[src/hw/tlsf_params.svh]
// timing counts, thresholds and widths for the level filter
`ifndef TLSF_PARAMS_SVH
`define TLSF_PARAMS_SVH
`define TLSF_CLK_PERIOD_PS 5000
`define TLSF_LOWER_TRIP_COUNTS 10'h0fa
`define TLSF_UPPER_TRIP_COUNTS 10'h096
`define TLSF_HYST_COUNTS 10'h003
`define TLSF_COUNT_STEP_NS 7000
`define TLSF_COUNT_STEP_CYCLES ((`TLSF_COUNT_STEP_NS * 1000) / `TLSF_CLK_PERIOD_PS)
`define TLSF_HEALTH_PULSE_NS 350000
`define TLSF_HEALTH_PULSE_CYCLES ((`TLSF_HEALTH_PULSE_NS * 1000) / `TLSF_CLK_PERIOD_PS)
`define TLSF_SETTLE_MS 15000
`define TLSF_BURST_PERIOD_MS 100
`define TLSF_INTEG_LIMIT (`TLSF_SETTLE_MS / `TLSF_BURST_PERIOD_MS)
`define TLSF_BURST_MAX_COUNTS 10'h190
`endif

[src/hw/tlsf_pkg.sv]
// types for the twin level slosh filter
package tlsf_pkg;
  typedef enum logic [1:0] {TLSF_IDLE, TLSF_HEALTH, TLSF_BURST} tlsf_phase_e;
  typedef logic [9:0] tlsf_count_t;
endpackage

[src/hw/tlsf_top.sv]
// twin level decision logic with slosh filters and health pulse
//
// What this block does
// - detection steps counter up; assert at limit
// - non-detection steps counter down, floor zero
// - asserted output releases only at zero
// - steady input changes output after 15s
// - two independent filters, lower and upper
// - strap high filters, low passes directly
// - filter strap sampled every cycle, live
// - lower trip 250, upper trip 150 counts
// - count below threshold means detection
// - three count hysteresis around each threshold
// - burst count advances once per 7us
// - comparisons purely in counts, not time
// - polarity strap sets active level, live
// - both outputs float 350us before burst
// - no timeout on asserted outputs
`timescale 1ns/100ps
`include "tlsf_params.svh"
module tlsf_top
  import tlsf_pkg::*;
#(
  // limit sized for 15 s settle
  parameter int INTEG_LIMIT = `TLSF_INTEG_LIMIT,
  parameter int STEP_CYCLES = `TLSF_COUNT_STEP_CYCLES,
  parameter int HEALTH_CYCLES = `TLSF_HEALTH_PULSE_CYCLES
)
(
  input wire logic CLK_I,
  input wire logic SYS_RST_I,
  input wire logic BURST_START_I,
  input wire logic CHARGE_DONE_I,
  input wire logic FILTER_ENABLE_STRAP_I,
  input wire logic OUTPUT_POLARITY_STRAP_I,
  output logic LOWER_LEVEL_OUTPUT_O,
  output logic LOWER_LEVEL_OUTPUT_OE_O,
  output logic UPPER_LEVEL_OUTPUT_O,
  output logic UPPER_LEVEL_OUTPUT_OE_O,
  output logic BURST_ACTIVE_O,
  output logic [9:0] BURST_COUNT_O
);

  localparam int CW = $clog2(INTEG_LIMIT + 1);
  localparam int SW = $clog2(STEP_CYCLES + 1);
  localparam int HW = $clog2(HEALTH_CYCLES + 1);

  ////////////////////////////////////////////////////////////////////////////
  // burst sequencer: health float, then count until charge done or count reaches 400
  tlsf_phase_e phase_reg;
  tlsf_phase_e phase_next;
  logic [SW-1:0] step_reg;
  logic [SW-1:0] step_next;
  logic [HW-1:0] hb_reg;
  logic [HW-1:0] hb_next;
  tlsf_count_t count_reg;
  tlsf_count_t count_next;
  logic done_pulse;

  always_comb
  begin
    phase_next = phase_reg;
    step_next = step_reg;
    hb_next = hb_reg;
    count_next = count_reg;
    done_pulse = 1'b0;
    unique case (phase_reg)
      TLSF_IDLE:
      begin
        if (BURST_START_I)
        begin
          phase_next = TLSF_HEALTH;
          hb_next = '0;
        end
      end
      TLSF_HEALTH:
      begin
        hb_next = hb_reg + 1'b1;
        if (hb_reg == HW'(HEALTH_CYCLES - 1))
        begin
          phase_next = TLSF_BURST;
          step_next = '0;
          count_next = '0;
        end
      end
      TLSF_BURST:
      begin
        if (step_reg == SW'(STEP_CYCLES - 1))
        begin
          step_next = '0;
          if (count_reg != `TLSF_BURST_MAX_COUNTS)
          begin
            count_next = count_reg + 10'h001;
          end
        end
        else
        begin
          step_next = step_reg + 1'b1;
        end
        // saturating count bounds a burst if charge never completes
        if (CHARGE_DONE_I || count_reg == `TLSF_BURST_MAX_COUNTS)
        begin
          phase_next = TLSF_IDLE;
          done_pulse = 1'b1;
        end
      end
      // unused code: fall back to idle rather than lock up
      default:
      begin
        phase_next = TLSF_IDLE;
      end
    endcase
  end

  always_ff @(posedge CLK_I)
  begin
    if (SYS_RST_I)
    begin
      phase_reg <= TLSF_IDLE;
      step_reg <= '0;
      hb_reg <= '0;
      count_reg <= '0;
    end
    else
    begin
      phase_reg <= phase_next;
      step_reg <= step_next;
      hb_reg <= hb_next;
      count_reg <= count_next;
    end
  end

  ////////////////////////////////////////////////////////////////////////////
  // per trip point: hysteresis comparison and slosh integrator
  // fixed trip points
  localparam tlsf_count_t TRIP [2] = '{`TLSF_LOWER_TRIP_COUNTS, `TLSF_UPPER_TRIP_COUNTS};
  logic [1:0] level;

  for (genvar g = 0; g < 2; g++)
  begin : g_chan
    logic det_reg, det_next;
    logic [CW-1:0] integ_reg, integ_next;
    logic act_reg, act_next;

    always_comb
    begin
      det_next = det_reg;
      integ_next = integ_reg;
      act_next = act_reg;
      if (done_pulse)
      begin
        if (count_reg < TRIP[g] - `TLSF_HYST_COUNTS)
        begin
          det_next = 1'b1;
        end
        else if (count_reg > TRIP[g] + `TLSF_HYST_COUNTS)
        begin
          det_next = 1'b0;
        end
        if (det_next && integ_reg != CW'(INTEG_LIMIT))
        begin
          integ_next = integ_reg + 1'b1;
        end
        else if (!det_next && integ_reg != '0)
        begin
          integ_next = integ_reg - 1'b1;
        end
      end
      // set at limit, clear at zero
      if (integ_next == CW'(INTEG_LIMIT))
      begin
        act_next = 1'b1;
      end
      else if (integ_next == '0)
      begin
        act_next = 1'b0;
      end
    end

    always_ff @(posedge CLK_I)
    begin
      if (SYS_RST_I)
      begin
        det_reg <= 1'b0;
        integ_reg <= '0;
        act_reg <= 1'b0;
      end
      else
      begin
        det_reg <= det_next;
        integ_reg <= integ_next;
        act_reg <= act_next;
      end
    end

    assign level[g] = FILTER_ENABLE_STRAP_I ? act_next : det_next;
  end

  ////////////////////////////////////////////////////////////////////////////
  // output pins, registered; straps sampled every cycle
  logic lo_reg;
  logic lo_next;
  logic up_reg;
  logic up_next;
  logic oe_reg;
  logic oe_next;
  logic busy_reg;
  logic busy_next;
  tlsf_count_t shown_reg;
  tlsf_count_t shown_next;

  always_comb
  begin
    lo_next = OUTPUT_POLARITY_STRAP_I ? level[0] : ~level[0];
    up_next = OUTPUT_POLARITY_STRAP_I ? level[1] : ~level[1];
    // release drive
    // float starts on the start edge so the host sees the whole pulse
    oe_next = (phase_next != TLSF_HEALTH);
    busy_next = (phase_next == TLSF_BURST);
    // last burst count stays visible while idle
    shown_next = count_next;
  end

  always_ff @(posedge CLK_I)
  begin
    if (SYS_RST_I)
    begin
      lo_reg <= 1'b0;
      up_reg <= 1'b0;
      oe_reg <= 1'b0;
      busy_reg <= 1'b0;
      shown_reg <= '0;
    end
    else
    begin
      lo_reg <= lo_next;
      up_reg <= up_next;
      oe_reg <= oe_next;
      busy_reg <= busy_next;
      shown_reg <= shown_next;
    end
  end

  assign LOWER_LEVEL_OUTPUT_O = lo_reg;
  assign UPPER_LEVEL_OUTPUT_O = up_reg;
  assign LOWER_LEVEL_OUTPUT_OE_O = oe_reg;
  assign UPPER_LEVEL_OUTPUT_OE_O = oe_reg;
  assign BURST_ACTIVE_O = busy_reg;
  assign BURST_COUNT_O = shown_reg;

endmodule

[config.mk]
export PLATFORM = sky130hd
export DESIGN_NAME = tlsf_top
export DESIGN_NICKNAME = d
export VERILOG_FILES = /design/src/hw/tlsf_pkg.sv /design/src/hw/tlsf_top.sv
export VERILOG_INCLUDE_DIRS = /design/src /design/src/hw
export SDC_FILE = /design/constraint.sdc
export NUM_CORES = 1
export LEC_CHECK = 0
export BUFFER_PORTS_ARGS = -buffer_cell sky130_fd_sc_hd__buf_2
export CORE_ASPECT_RATIO = 1.5
export CORE_MARGIN = 10
export CORE_UTILIZATION = 40
export DETAILED_ROUTE_END_ITERATION = 12
export GPL_TIMING_DRIVEN = 0
export PLACE_DENSITY = 0.59
export SETUP_SLACK_MARGIN = 0.2
export SLEW_MARGIN = 20
export SYNTH_ARGS = -nofsm -noshare
export SYNTH_HDL_FRONTEND = slang
export SYNTH_SLANG_ARGS = --single-unit
export TNS_END_PERCENT = 50
[constraint.sdc]
create_clock -name CLK_I -period 3.8 [get_ports CLK_I]
set_input_delay 0.19 -clock CLK_I [delete_from_list [all_inputs] [get_ports CLK_I]]
set_output_delay 0.19 -clock CLK_I [all_outputs]
set_load 0.05 [all_outputs]
==> impl_metrics.prom, run 1 <==
# TYPE chip_impl_metric gauge
chip_impl_metric{name="clockPowerShare",unit=""} 0.520
chip_impl_metric{name="mapped_avg_cell_area",unit="um^2"} 8.15
chip_impl_metric{name="crit_arrival",unit="ns"} 3.32
chip_impl_metric{name="fin_setup_tns",unit="ns"} 0
chip_impl_metric{name="n_antenna_cell",unit=""} 0
chip_impl_metric{name="clock_pin_slew_on_the_worst_setup_and_hold_paths",unit="ns"} 0.05
chip_impl_metric{name="stdcell_count",unit=""} 633
chip_impl_info{name="min_from",value="CHARGE_DONE_I"} 1
chip_impl_metric{name="cts_setup_buffers",unit=""} 0
chip_impl_metric{name="start_util",unit=""} 0.408
chip_impl_metric{name="routed-via-count",unit=""} 3621
chip_impl_info{name="run_status",value="finished, final reports clean"} 1
chip_impl_metric{name="fraction_of_registers_with_async_set_reset",unit=""} 0
chip_impl_metric{name="ys_warn_count",unit=""} 0
chip_impl_info{name="final_cell_mix",value="dfxtp_1, nor2_1, nand2_1"} 1
chip_impl_metric{name="largest_net_degree_at_the_start_of_global_routing",unit=""} 11
chip_impl_metric{name="yosys.area_share.xor_xnor",unit=""} 0.0446
chip_impl_metric{name="detailedPlacementHpwl",unit="mm"} 7.35
chip_impl_metric{name="dieWidth",unit="um"} 101
chip_impl_info{name="most_used_dff_post_synth",value="dfxtp_1"} 1
chip_impl_info{name="post-synth-top-area-cell",value="dfxtp_1"} 1
chip_impl_metric{name="drc_errors",unit=""} 0
chip_impl_info{name="cts_tree",value="done"} 1
chip_impl_metric{name="clock_sink_count",unit=""} 64
chip_impl_metric{name="seq_power_share",unit=""} 0.443
chip_impl_metric{name="first_global_vias",unit=""} 3492
chip_impl_metric{name="netlist_instances",unit=""} 482
chip_impl_info{name="timing.critical_path.to_type",value="flop"} 1
chip_impl_metric{name="die_area",unit="um^2"} 14300
chip_impl_metric{name="layout-area-overhead-vs-synth",unit="%"} 13.4
chip_impl_metric{name="internal_power",unit="mW"} 1.20
chip_impl_metric{name="postSynthRegisterBits",unit=""} 64
chip_impl_metric{name="synth_sequential_area_ratio",unit=""} 0.326
chip_impl_metric{name="wl",unit="mm"} 9.75
chip_impl_metric{name="clockBufferDepth",unit=""} 2
chip_impl_info{name="min_to",value="phase_reg[1]"} 1
chip_impl_metric{name="antenna_found_initial",unit=""} 0
chip_impl_metric{name="irDropWorstVdd",unit="uV"} 272
chip_impl_metric{name="period_minus_slack",unit="ns"} 3.11
chip_impl_metric{name="maxSlewHeadroom",unit=""} 0.552
chip_impl_info{name="main_combinational_cell_family_by_area_after_synthesis",value="simple AND/OR/NAND/NOR gates"} 1
chip_impl_metric{name="ctsResizeCount",unit=""} 0
chip_impl_metric{name="grt_first_pass_wirelength",unit="mm"} 16.6
chip_impl_metric{name="fin_skew",unit="ns"} 0.00324
chip_impl_metric{name="clk_latency",unit="ns"} 0.33
chip_impl_metric{name="synthAdderAreaFrac",unit=""} 0.0446
chip_impl_metric{name="drt-vias-per-instance",unit=""} 5.72
chip_impl_info{name="timing.hold.worst.class",value="input port to flop"} 1
chip_impl_metric{name="core.rowCount",unit=""} 44
chip_impl_metric{name="worst-r2r-cell-count",unit=""} 12
chip_impl_metric{name="design_power_total",unit="mW"} 1.53
chip_impl_info{name="grt_setup_unrepaired",value="false"} 1
chip_impl_info{name="worst-setup-path-type",value="flop to flop"} 1
chip_impl_metric{name="flip_flop_count_of_the_largest_register_after_layout",unit=""} 17
chip_impl_metric{name="wl_per_cell",unit="um"} 15.4
chip_impl_info{name="cp-start-kind",value="flop"} 1
chip_impl_metric{name="syn_nets",unit=""} 502
chip_impl_metric{name="overall_routing_resource_usage",unit=""} 0.141
chip_impl_metric{name="synth_enable_flop_cells",unit=""} 0
chip_impl_metric{name="fp.dieH",unit="um"} 141
chip_impl_metric{name="drt_pass1_iterations",unit=""} 4
chip_impl_metric{name="initialDrtViolationCount",unit=""} 232
chip_impl_metric{name="timing.final.crit_share",unit=""} 0.819
chip_impl_info{name="r2r_start",value="BURST_COUNT_O[0]"} 1
chip_impl_metric{name="yosys.area_share.simple",unit=""} 0.301
chip_impl_metric{name="timing.final.max_slew_violations",unit=""} 0
chip_impl_metric{name="synth.lib_cells_used.distinct",unit=""} 76
chip_impl_metric{name="core_area",unit="um^2"} 9630
chip_impl_metric{name="synth.cell_area",unit="um^2"} 3930
chip_impl_info{name="cts_root_buffer",value="clkbuf_16"} 1
chip_impl_metric{name="globalRoute.totalOverflow",unit=""} 0
chip_impl_metric{name="floorplan.io_pins",unit=""} 21
chip_impl_metric{name="worst_path_maximum_fanout",unit=""} 10
chip_impl_metric{name="hold_violations",unit=""} 0
chip_impl_metric{name="report.final.setup_viol",unit=""} 0
chip_impl_metric{name="p_comb_frac",unit=""} 0.038
chip_impl_metric{name="ctsHoldBuffers",unit=""} 0
chip_impl_metric{name="synth_compound_gate_area_share",unit=""} 0.223
chip_impl_metric{name="worst-endpoint-required",unit="ns"} 4.01
chip_impl_metric{name="buffer_ports.inserted",unit=""} 20
chip_impl_metric{name="p_leak",unit="nW"} 1.65
chip_impl_metric{name="power_switching",unit="uW"} 334
chip_impl_metric{name="swShare",unit=""} 0.218
chip_impl_metric{name="gp_routability_congestion",unit=""} 0.872
chip_impl_metric{name="rrSetupSlack",unit="ns"} 0.69
chip_impl_metric{name="num-nets-final",unit=""} 533
chip_impl_metric{name="htree_levels",unit=""} 3
chip_impl_metric{name="share_of_yosys_cell_area_claimed_by_the_top_area_cell_type",unit=""} 0.326
chip_impl_info{name="mostFrequentLayoutCell",value="dfxtp_1"} 1
chip_impl_metric{name="cellPowerDensity",unit="nW/um^2"} 344
chip_impl_metric{name="hold_path_depth",unit=""} 3
chip_impl_metric{name="finalCoreUtilization",unit=""} 0.463
chip_impl_info{name="synth_area_leaders",value="dfxtp_1, nor2_1, ha_1, a21oi_1, nand2_1"} 1
chip_impl_metric{name="clock.fmax",unit="GHz"} 0.321
chip_impl_info{name="rr_endpoint",value="LOWER_LEVEL_OUTPUT_O"} 1
chip_impl_metric{name="timing.max_cap.violations",unit=""} 0
chip_impl_metric{name="clock_buffers_created_by_tritoncts",unit=""} 9
chip_impl_metric{name="antenna_violating_nets_post_route",unit=""} 0
chip_impl_metric{name="post_synth_mux_area_share",unit=""} 0.0137
chip_impl_metric{name="final_layout_size_suffix_gt1_frac",unit=""} 0.135
chip_impl_metric{name="placed_cells",unit=""} 617
chip_impl_metric{name="worst_margin_pin_slew",unit="ns"} 0.669
synth_stat cells, drive strengths merged (8+ instances only):
cell type  instances
dfxtp             64
o211ai             8
inv               15
clkbuf             8
a21oi             33
ha                14
nand2             35
and3              13
nor3              15
xor2              11
nor2b              9
buf               13
nor4               8
o21ai             23
nand4             11
nor2              64
xnor2              9
nand3             25
metal layers:
metal | global-route usage | part of all wire | wire, um | up-vias
li1 | - | - | - | 1839
met1 | 0.151 | 0.41 | 4040 | 1722
met2 | 0.257 | 0.54 | 5240 | 51
met3 | 0.0311 | 0.035 | 341 | 9
met4 | 0.0515 | 0.013 | 125 | 0
met5 | 0 | 0 | 0 | -
cell families (layout without fill, tap and decap cells):
group,after synthesis,count (layout)
AO/OA/AOI/OAI,124,124
multiplexers,5,5
XOR/XNOR,20,20
AND/OR/NAND/NOR,219,219
adder cells (fa/ha/maj),14,14
buffers and inverters,36,72
flip-flops,64,64
metrics by stage:
step	setup WS, ns	instance area, um^2	hold slack (ns)
final	0.687	4460	0.211
after global routing	0.372	4460	0.216
after CTS	0.683	4460	0.199
after detailed placement	0.704	4170	0.482
after global placement	0.673	4170	0.468
after floorplan	0.661	3930	0.374
layout make-up:
type / instances / area (um^2)
clock buffers: 13 / 240
multi-input cells: 382 / 2470
flip-flops and latches: 64 / 1280
plain buffers: 21 / 125
repair buffers: 20 / 100
fillers: 936 / 5180
clock inverters: 3 / 42.5
well taps: 115 / 144
inverters: 15 / 56.3
power by group through the flow:
stage	clock network [mW]	registers (mW)	logic (mW)
5_1_grt	0.843	0.678	0.0642
4_1_cts	0.814	0.678	0.0587
3_5_place_dp	0	0.692	0.0586
3_3_place_gp	0	0.692	0.0582
2_1_floorplan	0	0.699	0.0311
6_report	0.796	0.678	0.0578
critical path: stages (launching register included):
cell,delay (ns)
dfxtp_1,0.41
inv_1,0.10
ha_1,0.21
nand4bb_1,0.21
o211ai_1,0.18
buf_2,0.27
nand2_1,0.10
a21oi_1,0.31
o211ai_1,0.19
a211oi_2,0.28
a41oi_1,0.19
nor2b_1,0.18
o311ai_1,0.34
worst max path at each step:
stage                      from                    to  slack [ns]  cells after the start
2_1_floorplan  BURST_COUNT_O[0]  UPPER_LEVEL_OUTPUT_O        0.66                     11
3_3_place_gp   BURST_COUNT_O[0]  LOWER_LEVEL_OUTPUT_O        0.67                     12
3_5_place_dp   BURST_COUNT_O[0]  LOWER_LEVEL_OUTPUT_O        0.70                     12
4_1_cts        BURST_COUNT_O[0]  LOWER_LEVEL_OUTPUT_O        0.68                     12
5_1_grt        BURST_COUNT_O[0]  LOWER_LEVEL_OUTPUT_O        0.37                     12
6_report       BURST_COUNT_O[0]  LOWER_LEVEL_OUTPUT_O        0.69                     12
Power figures use the tool's default switching activity.
==> run 2, diff against run 1 <==
--- a/config.mk
+++ b/config.mk
@@ -6,6 +6,7 @@
 export SDC_FILE = /design/constraint.sdc
 export NUM_CORES = 1
 export LEC_CHECK = 0
+export ABC_AREA = 1
 export BUFFER_PORTS_ARGS = -buffer_cell sky130_fd_sc_hd__buf_2
 export CORE_ASPECT_RATIO = 1.5
 export CORE_MARGIN = 10
==> constraint.sdc (replaced) <==
create_clock -name CLK_I -period 2.9 [get_ports CLK_I]
set_input_delay 0.145 -clock CLK_I [delete_from_list [all_inputs] [get_ports CLK_I]]
set_output_delay 0.145 -clock CLK_I [all_outputs]
set_load 0.05 [all_outputs]
==> impl_metrics.prom, run 2 <==
# TYPE chip_impl_metric gauge
chip_impl_metric{name="crit_arrival",unit="ns"} 2.67
chip_impl_info{name="cts_root_buffer",value="clkbuf_16"} 1
chip_impl_metric{name="wl",unit="mm"} 11.0
chip_impl_metric{name="clock_sink_count",unit=""} 64
chip_impl_metric{name="placement.cell_area",unit="um^2"} 4510
chip_impl_metric{name="drt-vias-per-instance",unit=""} 5.14
chip_impl_metric{name="overall_routing_resource_usage",unit=""} 0.141
chip_impl_info{name="cp-start-kind",value="flop"} 1
chip_impl_metric{name="floorplan.io_pins",unit=""} 21
chip_impl_info{name="synth_top_cells_by_count",value="nand2_1, nor2_1, inv_1, dfxtp_1, nand3_1"} 1
chip_impl_metric{name="cts_setup_buffers",unit=""} 0
chip_impl_info{name="most_used_dff_post_synth",value="dfxtp_1"} 1
chip_impl_metric{name="post-place-ws",unit="ns"} 0.299
chip_impl_info{name="cp_cell_sequence",value="inv_1, ha_1, nor2_1, o21ai_0, nand2_1, nand2_2, nand3_2, inv_2, nand2_1, nand2_1, a21oi_2, nand2_1, nor2_1, nand2_1, nand2_2, nand3_2, a21oi_1, nor2_2"} 1
chip_impl_metric{name="final_layout_size_suffix_gt1_frac",unit=""} 0.150
chip_impl_metric{name="antenna_violating_nets_post_route",unit=""} 0
chip_impl_metric{name="seq_power_share",unit=""} 0.423
chip_impl_metric{name="worst_slack",unit="ns"} 0.451
chip_impl_metric{name="irDropWorstVdd",unit="uV"} 318
chip_impl_metric{name="fin_setup_tns",unit="ns"} 0
chip_impl_metric{name="timing.max_cap.violations",unit=""} 0
chip_impl_metric{name="yosys.area_share.xor_xnor",unit=""} 0.0328
chip_impl_info{name="crit_path_frequent_cell",value="nand2_1"} 1
chip_impl_metric{name="largest_net_degree_at_the_start_of_global_routing",unit=""} 12
chip_impl_info{name="synth_area_leaders",value="dfxtp_1, nand2_1, nor2_1, inv_1, nand3_1"} 1
chip_impl_metric{name="die_area",unit="um^2"} 15200
chip_impl_metric{name="worst_margin_pin_slew",unit="ns"} 0.709
chip_impl_info{name="busiest_layer",value="met2"} 1
chip_impl_metric{name="flip_flop_count_of_the_largest_register_after_layout",unit=""} 17
chip_impl_metric{name="multi_input_area",unit="um^2"} 2570
chip_impl_info{name="post-synth-top-area-cell",value="dfxtp_1"} 1
chip_impl_metric{name="p_comb_frac",unit=""} 0.041
chip_impl_metric{name="post_synth_mux_area_share",unit=""} 0
chip_impl_metric{name="antenna_found_initial",unit=""} 0
chip_impl_info{name="main_combinational_cell_family_by_area_after_synthesis",value="simple AND/OR/NAND/NOR gates"} 1
chip_impl_metric{name="fin_skew",unit="ns"} 0.00728
chip_impl_metric{name="power_switching",unit="uW"} 482
chip_impl_metric{name="clk_latency",unit="ns"} 0.33
chip_impl_metric{name="worst-path-buf-inv",unit=""} 2
chip_impl_metric{name="netlist_instances",unit=""} 644
chip_impl_metric{name="maxSlewHeadroom",unit=""} 0.525
chip_impl_metric{name="synth.cell_area",unit="um^2"} 4230
chip_impl_info{name="run_status",value="finished, final reports clean"} 1
chip_impl_metric{name="buffer_ports.inserted",unit=""} 20
chip_impl_metric{name="p_leak",unit="nW"} 1.96
chip_impl_metric{name="core_area",unit="um^2"} 10200
chip_impl_metric{name="syn_nets",unit=""} 664
chip_impl_metric{name="synth.lib_cells_used.distinct",unit=""} 43
chip_impl_metric{name="wl_per_cell",unit="um"} 13.4
chip_impl_metric{name="finalCoreUtilization",unit=""} 0.472
chip_impl_metric{name="ys_warn_count",unit=""} 0
chip_impl_info{name="critical_path.startpoint",value="BURST_COUNT_O[1]"} 1
chip_impl_metric{name="grtUsageMet3",unit=""} 0.0239
chip_impl_metric{name="clock_buffers_created_by_tritoncts",unit=""} 9
chip_impl_metric{name="stdcell_count",unit=""} 821
chip_impl_metric{name="groute.layer.met2.usage",unit=""} 0.271
chip_impl_metric{name="gp_routability_congestion",unit=""} 0.888
chip_impl_metric{name="clockPowerShare",unit=""} 0.535
chip_impl_info{name="grt_setup_unrepaired",value="false"} 1
chip_impl_metric{name="mapped_avg_cell_area",unit="um^2"} 6.57
chip_impl_info{name="mostFrequentLayoutCell",value="nand2_1"} 1
chip_impl_metric{name="swShare",unit=""} 0.230
chip_impl_metric{name="placed_cells",unit=""} 805
chip_impl_metric{name="num-nets-final",unit=""} 695
chip_impl_metric{name="fillerInstances",unit=""} 1094
chip_impl_metric{name="grt_first_pass_wirelength",unit="mm"} 18.0
chip_impl_info{name="cp_slowest_cell",value="dfxtp_1"} 1
chip_impl_info{name="timing.critical_path.to_type",value="flop"} 1
chip_impl_metric{name="clock_pin_slew_on_the_worst_setup_and_hold_paths",unit="ns"} 0.06
chip_impl_metric{name="htree_levels",unit=""} 3
chip_impl_metric{name="globalRoute.totalOverflow",unit=""} 0
chip_impl_metric{name="worst-endpoint-required",unit="ns"} 3.12
chip_impl_metric{name="synth_compound_gate_area_share",unit=""} 0.113
chip_impl_metric{name="dieWidth",unit="um"} 104
chip_impl_metric{name="n_antenna_cell",unit=""} 0
chip_impl_metric{name="hold_violations",unit=""} 0
chip_impl_info{name="worst-setup-path-type",value="flop to flop"} 1
chip_impl_metric{name="share_of_yosys_cell_area_claimed_by_the_top_area_cell_type",unit=""} 0.303
chip_impl_metric{name="yosys.area_share.simple",unit=""} 0.416
chip_impl_metric{name="met1_usage",unit=""} 0.142
chip_impl_metric{name="internal_power",unit="mW"} 1.62
chip_impl_metric{name="synth_sequential_area_ratio",unit=""} 0.303
chip_impl_metric{name="start_util",unit=""} 0.413
chip_impl_metric{name="layout-area-overhead-vs-synth",unit="%"} 14.2
chip_impl_metric{name="cellPowerDensity",unit="nW/um^2"} 434
chip_impl_metric{name="postSynthRegisterBits",unit=""} 64
chip_impl_metric{name="timing.final.max_slew_violations",unit=""} 0
chip_impl_metric{name="drc_errors",unit=""} 0
chip_impl_info{name="worst_path_dominant_cell_family",value="simple AND/OR/NAND/NOR gates"} 1
chip_impl_info{name="yosys.cell_count.top_type",value="nand2_1"} 1
chip_impl_info{name="cts_tree",value="done"} 1
chip_impl_metric{name="drt_pass1_iterations",unit=""} 5
chip_impl_info{name="r2r_start",value="BURST_COUNT_O[1]"} 1
chip_impl_info{name="min_from",value="SYS_RST_I"} 1
chip_impl_metric{name="design_power_total",unit="mW"} 2.10
chip_impl_metric{name="period_minus_slack",unit="ns"} 2.45
chip_impl_metric{name="timing.final.crit_share",unit=""} 0.845
chip_impl_metric{name="synthAdderAreaFrac",unit=""} 0.0414
chip_impl_metric{name="synth_enable_flop_cells",unit=""} 0
chip_impl_metric{name="ff_latch_area",unit="um^2"} 1280
chip_impl_metric{name="detailedPlacementHpwl",unit="mm"} 8.44
chip_impl_metric{name="final_cell_area",unit="um^2"} 4840
chip_impl_metric{name="clock.fmax",unit="GHz"} 0.408
chip_impl_info{name="timing.hold.worst.class",value="input port to flop"} 1
chip_impl_metric{name="worst_path_maximum_fanout",unit=""} 6
chip_impl_metric{name="fraction_of_registers_with_async_set_reset",unit=""} 0
chip_impl_info{name="final_cell_mix",value="nand2_1, nor2_1, inv_1"} 1
chip_impl_metric{name="initialDrtViolationCount",unit=""} 240
chip_impl_metric{name="hold_ws",unit="ns"} 0.124
chip_impl_metric{name="routed-via-count",unit=""} 4223
chip_impl_metric{name="crit_path_max_incr_delay",unit="ns"} 0.43
chip_impl_metric{name="first_global_vias",unit=""} 3972
chip_impl_metric{name="core.rowCount",unit=""} 45
chip_impl_metric{name="clockBufferDepth",unit=""} 2
chip_impl_metric{name="report.final.setup_viol",unit=""} 0
chip_impl_metric{name="fp.dieH",unit="um"} 146
[run 2: changes by cell type after synthesis, sizes merged, moves of 8 or more]
cell    before  now
a221oi       0    9
and3        13    0
inv         15   83
nand2       35  166
nand3       25   61
nand4       11   24
nor2        64   98
nor2b        9    0
o211ai       8    0
xnor2        9    0
[run 2: timing repair]
action / CTS / global route
endpoints found under the setup margin: 0 / 2
gates resized for setup: 0 / 6
hold buffers: 0 / 0
[run 2: metal layers]
metal | vias to the layer above | share of wire
met5 | - | 0
met4 | 0 | 0.019
met3 | 20 | 0.028
met2 | 77 | 0.54
met1 | 1957 | 0.42
li1 | 2169 | -
[run 2: logic make-up (layout without fill, tap and decap cells)]
group	after synthesis	after routing
compound gates	81	81
fa+ha+maj	14	14
buf+inv	100	136
flops	64	64
xor+xnor	15	15
simple gates	370	370
[run 2: final cells by class]
class	instances	share of cell area
Inverter	88	0.0683
Tap cell	141	0.0365
Multi-Input combinational cell	480	0.531
Clock inverter	4	0.0109
Clock buffer	12	0.0530
Buffer	12	0.0145
Timing Repair Buffer	20	0.0207
Sequential cell	64	0.265
[run 2: power by group through the flow]
stage                     clock (mW)  sequential, mW  combinational (mW)
after floorplan                    0           0.919              0.0470
after global placement             0           0.908              0.0867
after detailed placement           0           0.908              0.0865
after CTS                       1.14           0.889              0.0868
after global routing            1.18           0.889              0.0952
final                           1.12           0.889              0.0867
[run 2: tightest hold or removal path, stage by stage]
cell     delay, ns
buf_2         0.09
inv_1         0.06
o21ai_0       0.07
a21oi_1       0.04
[run 2: final timing paths]
kind	to	slack, ns	cells after the start
max	UPPER_LEVEL_OUTPUT_O	0.45	18
min	hb_reg[6]	0.12	4
max reg2reg	UPPER_LEVEL_OUTPUT_O	0.45	18
min reg2reg	step_reg[6]	0.46	2
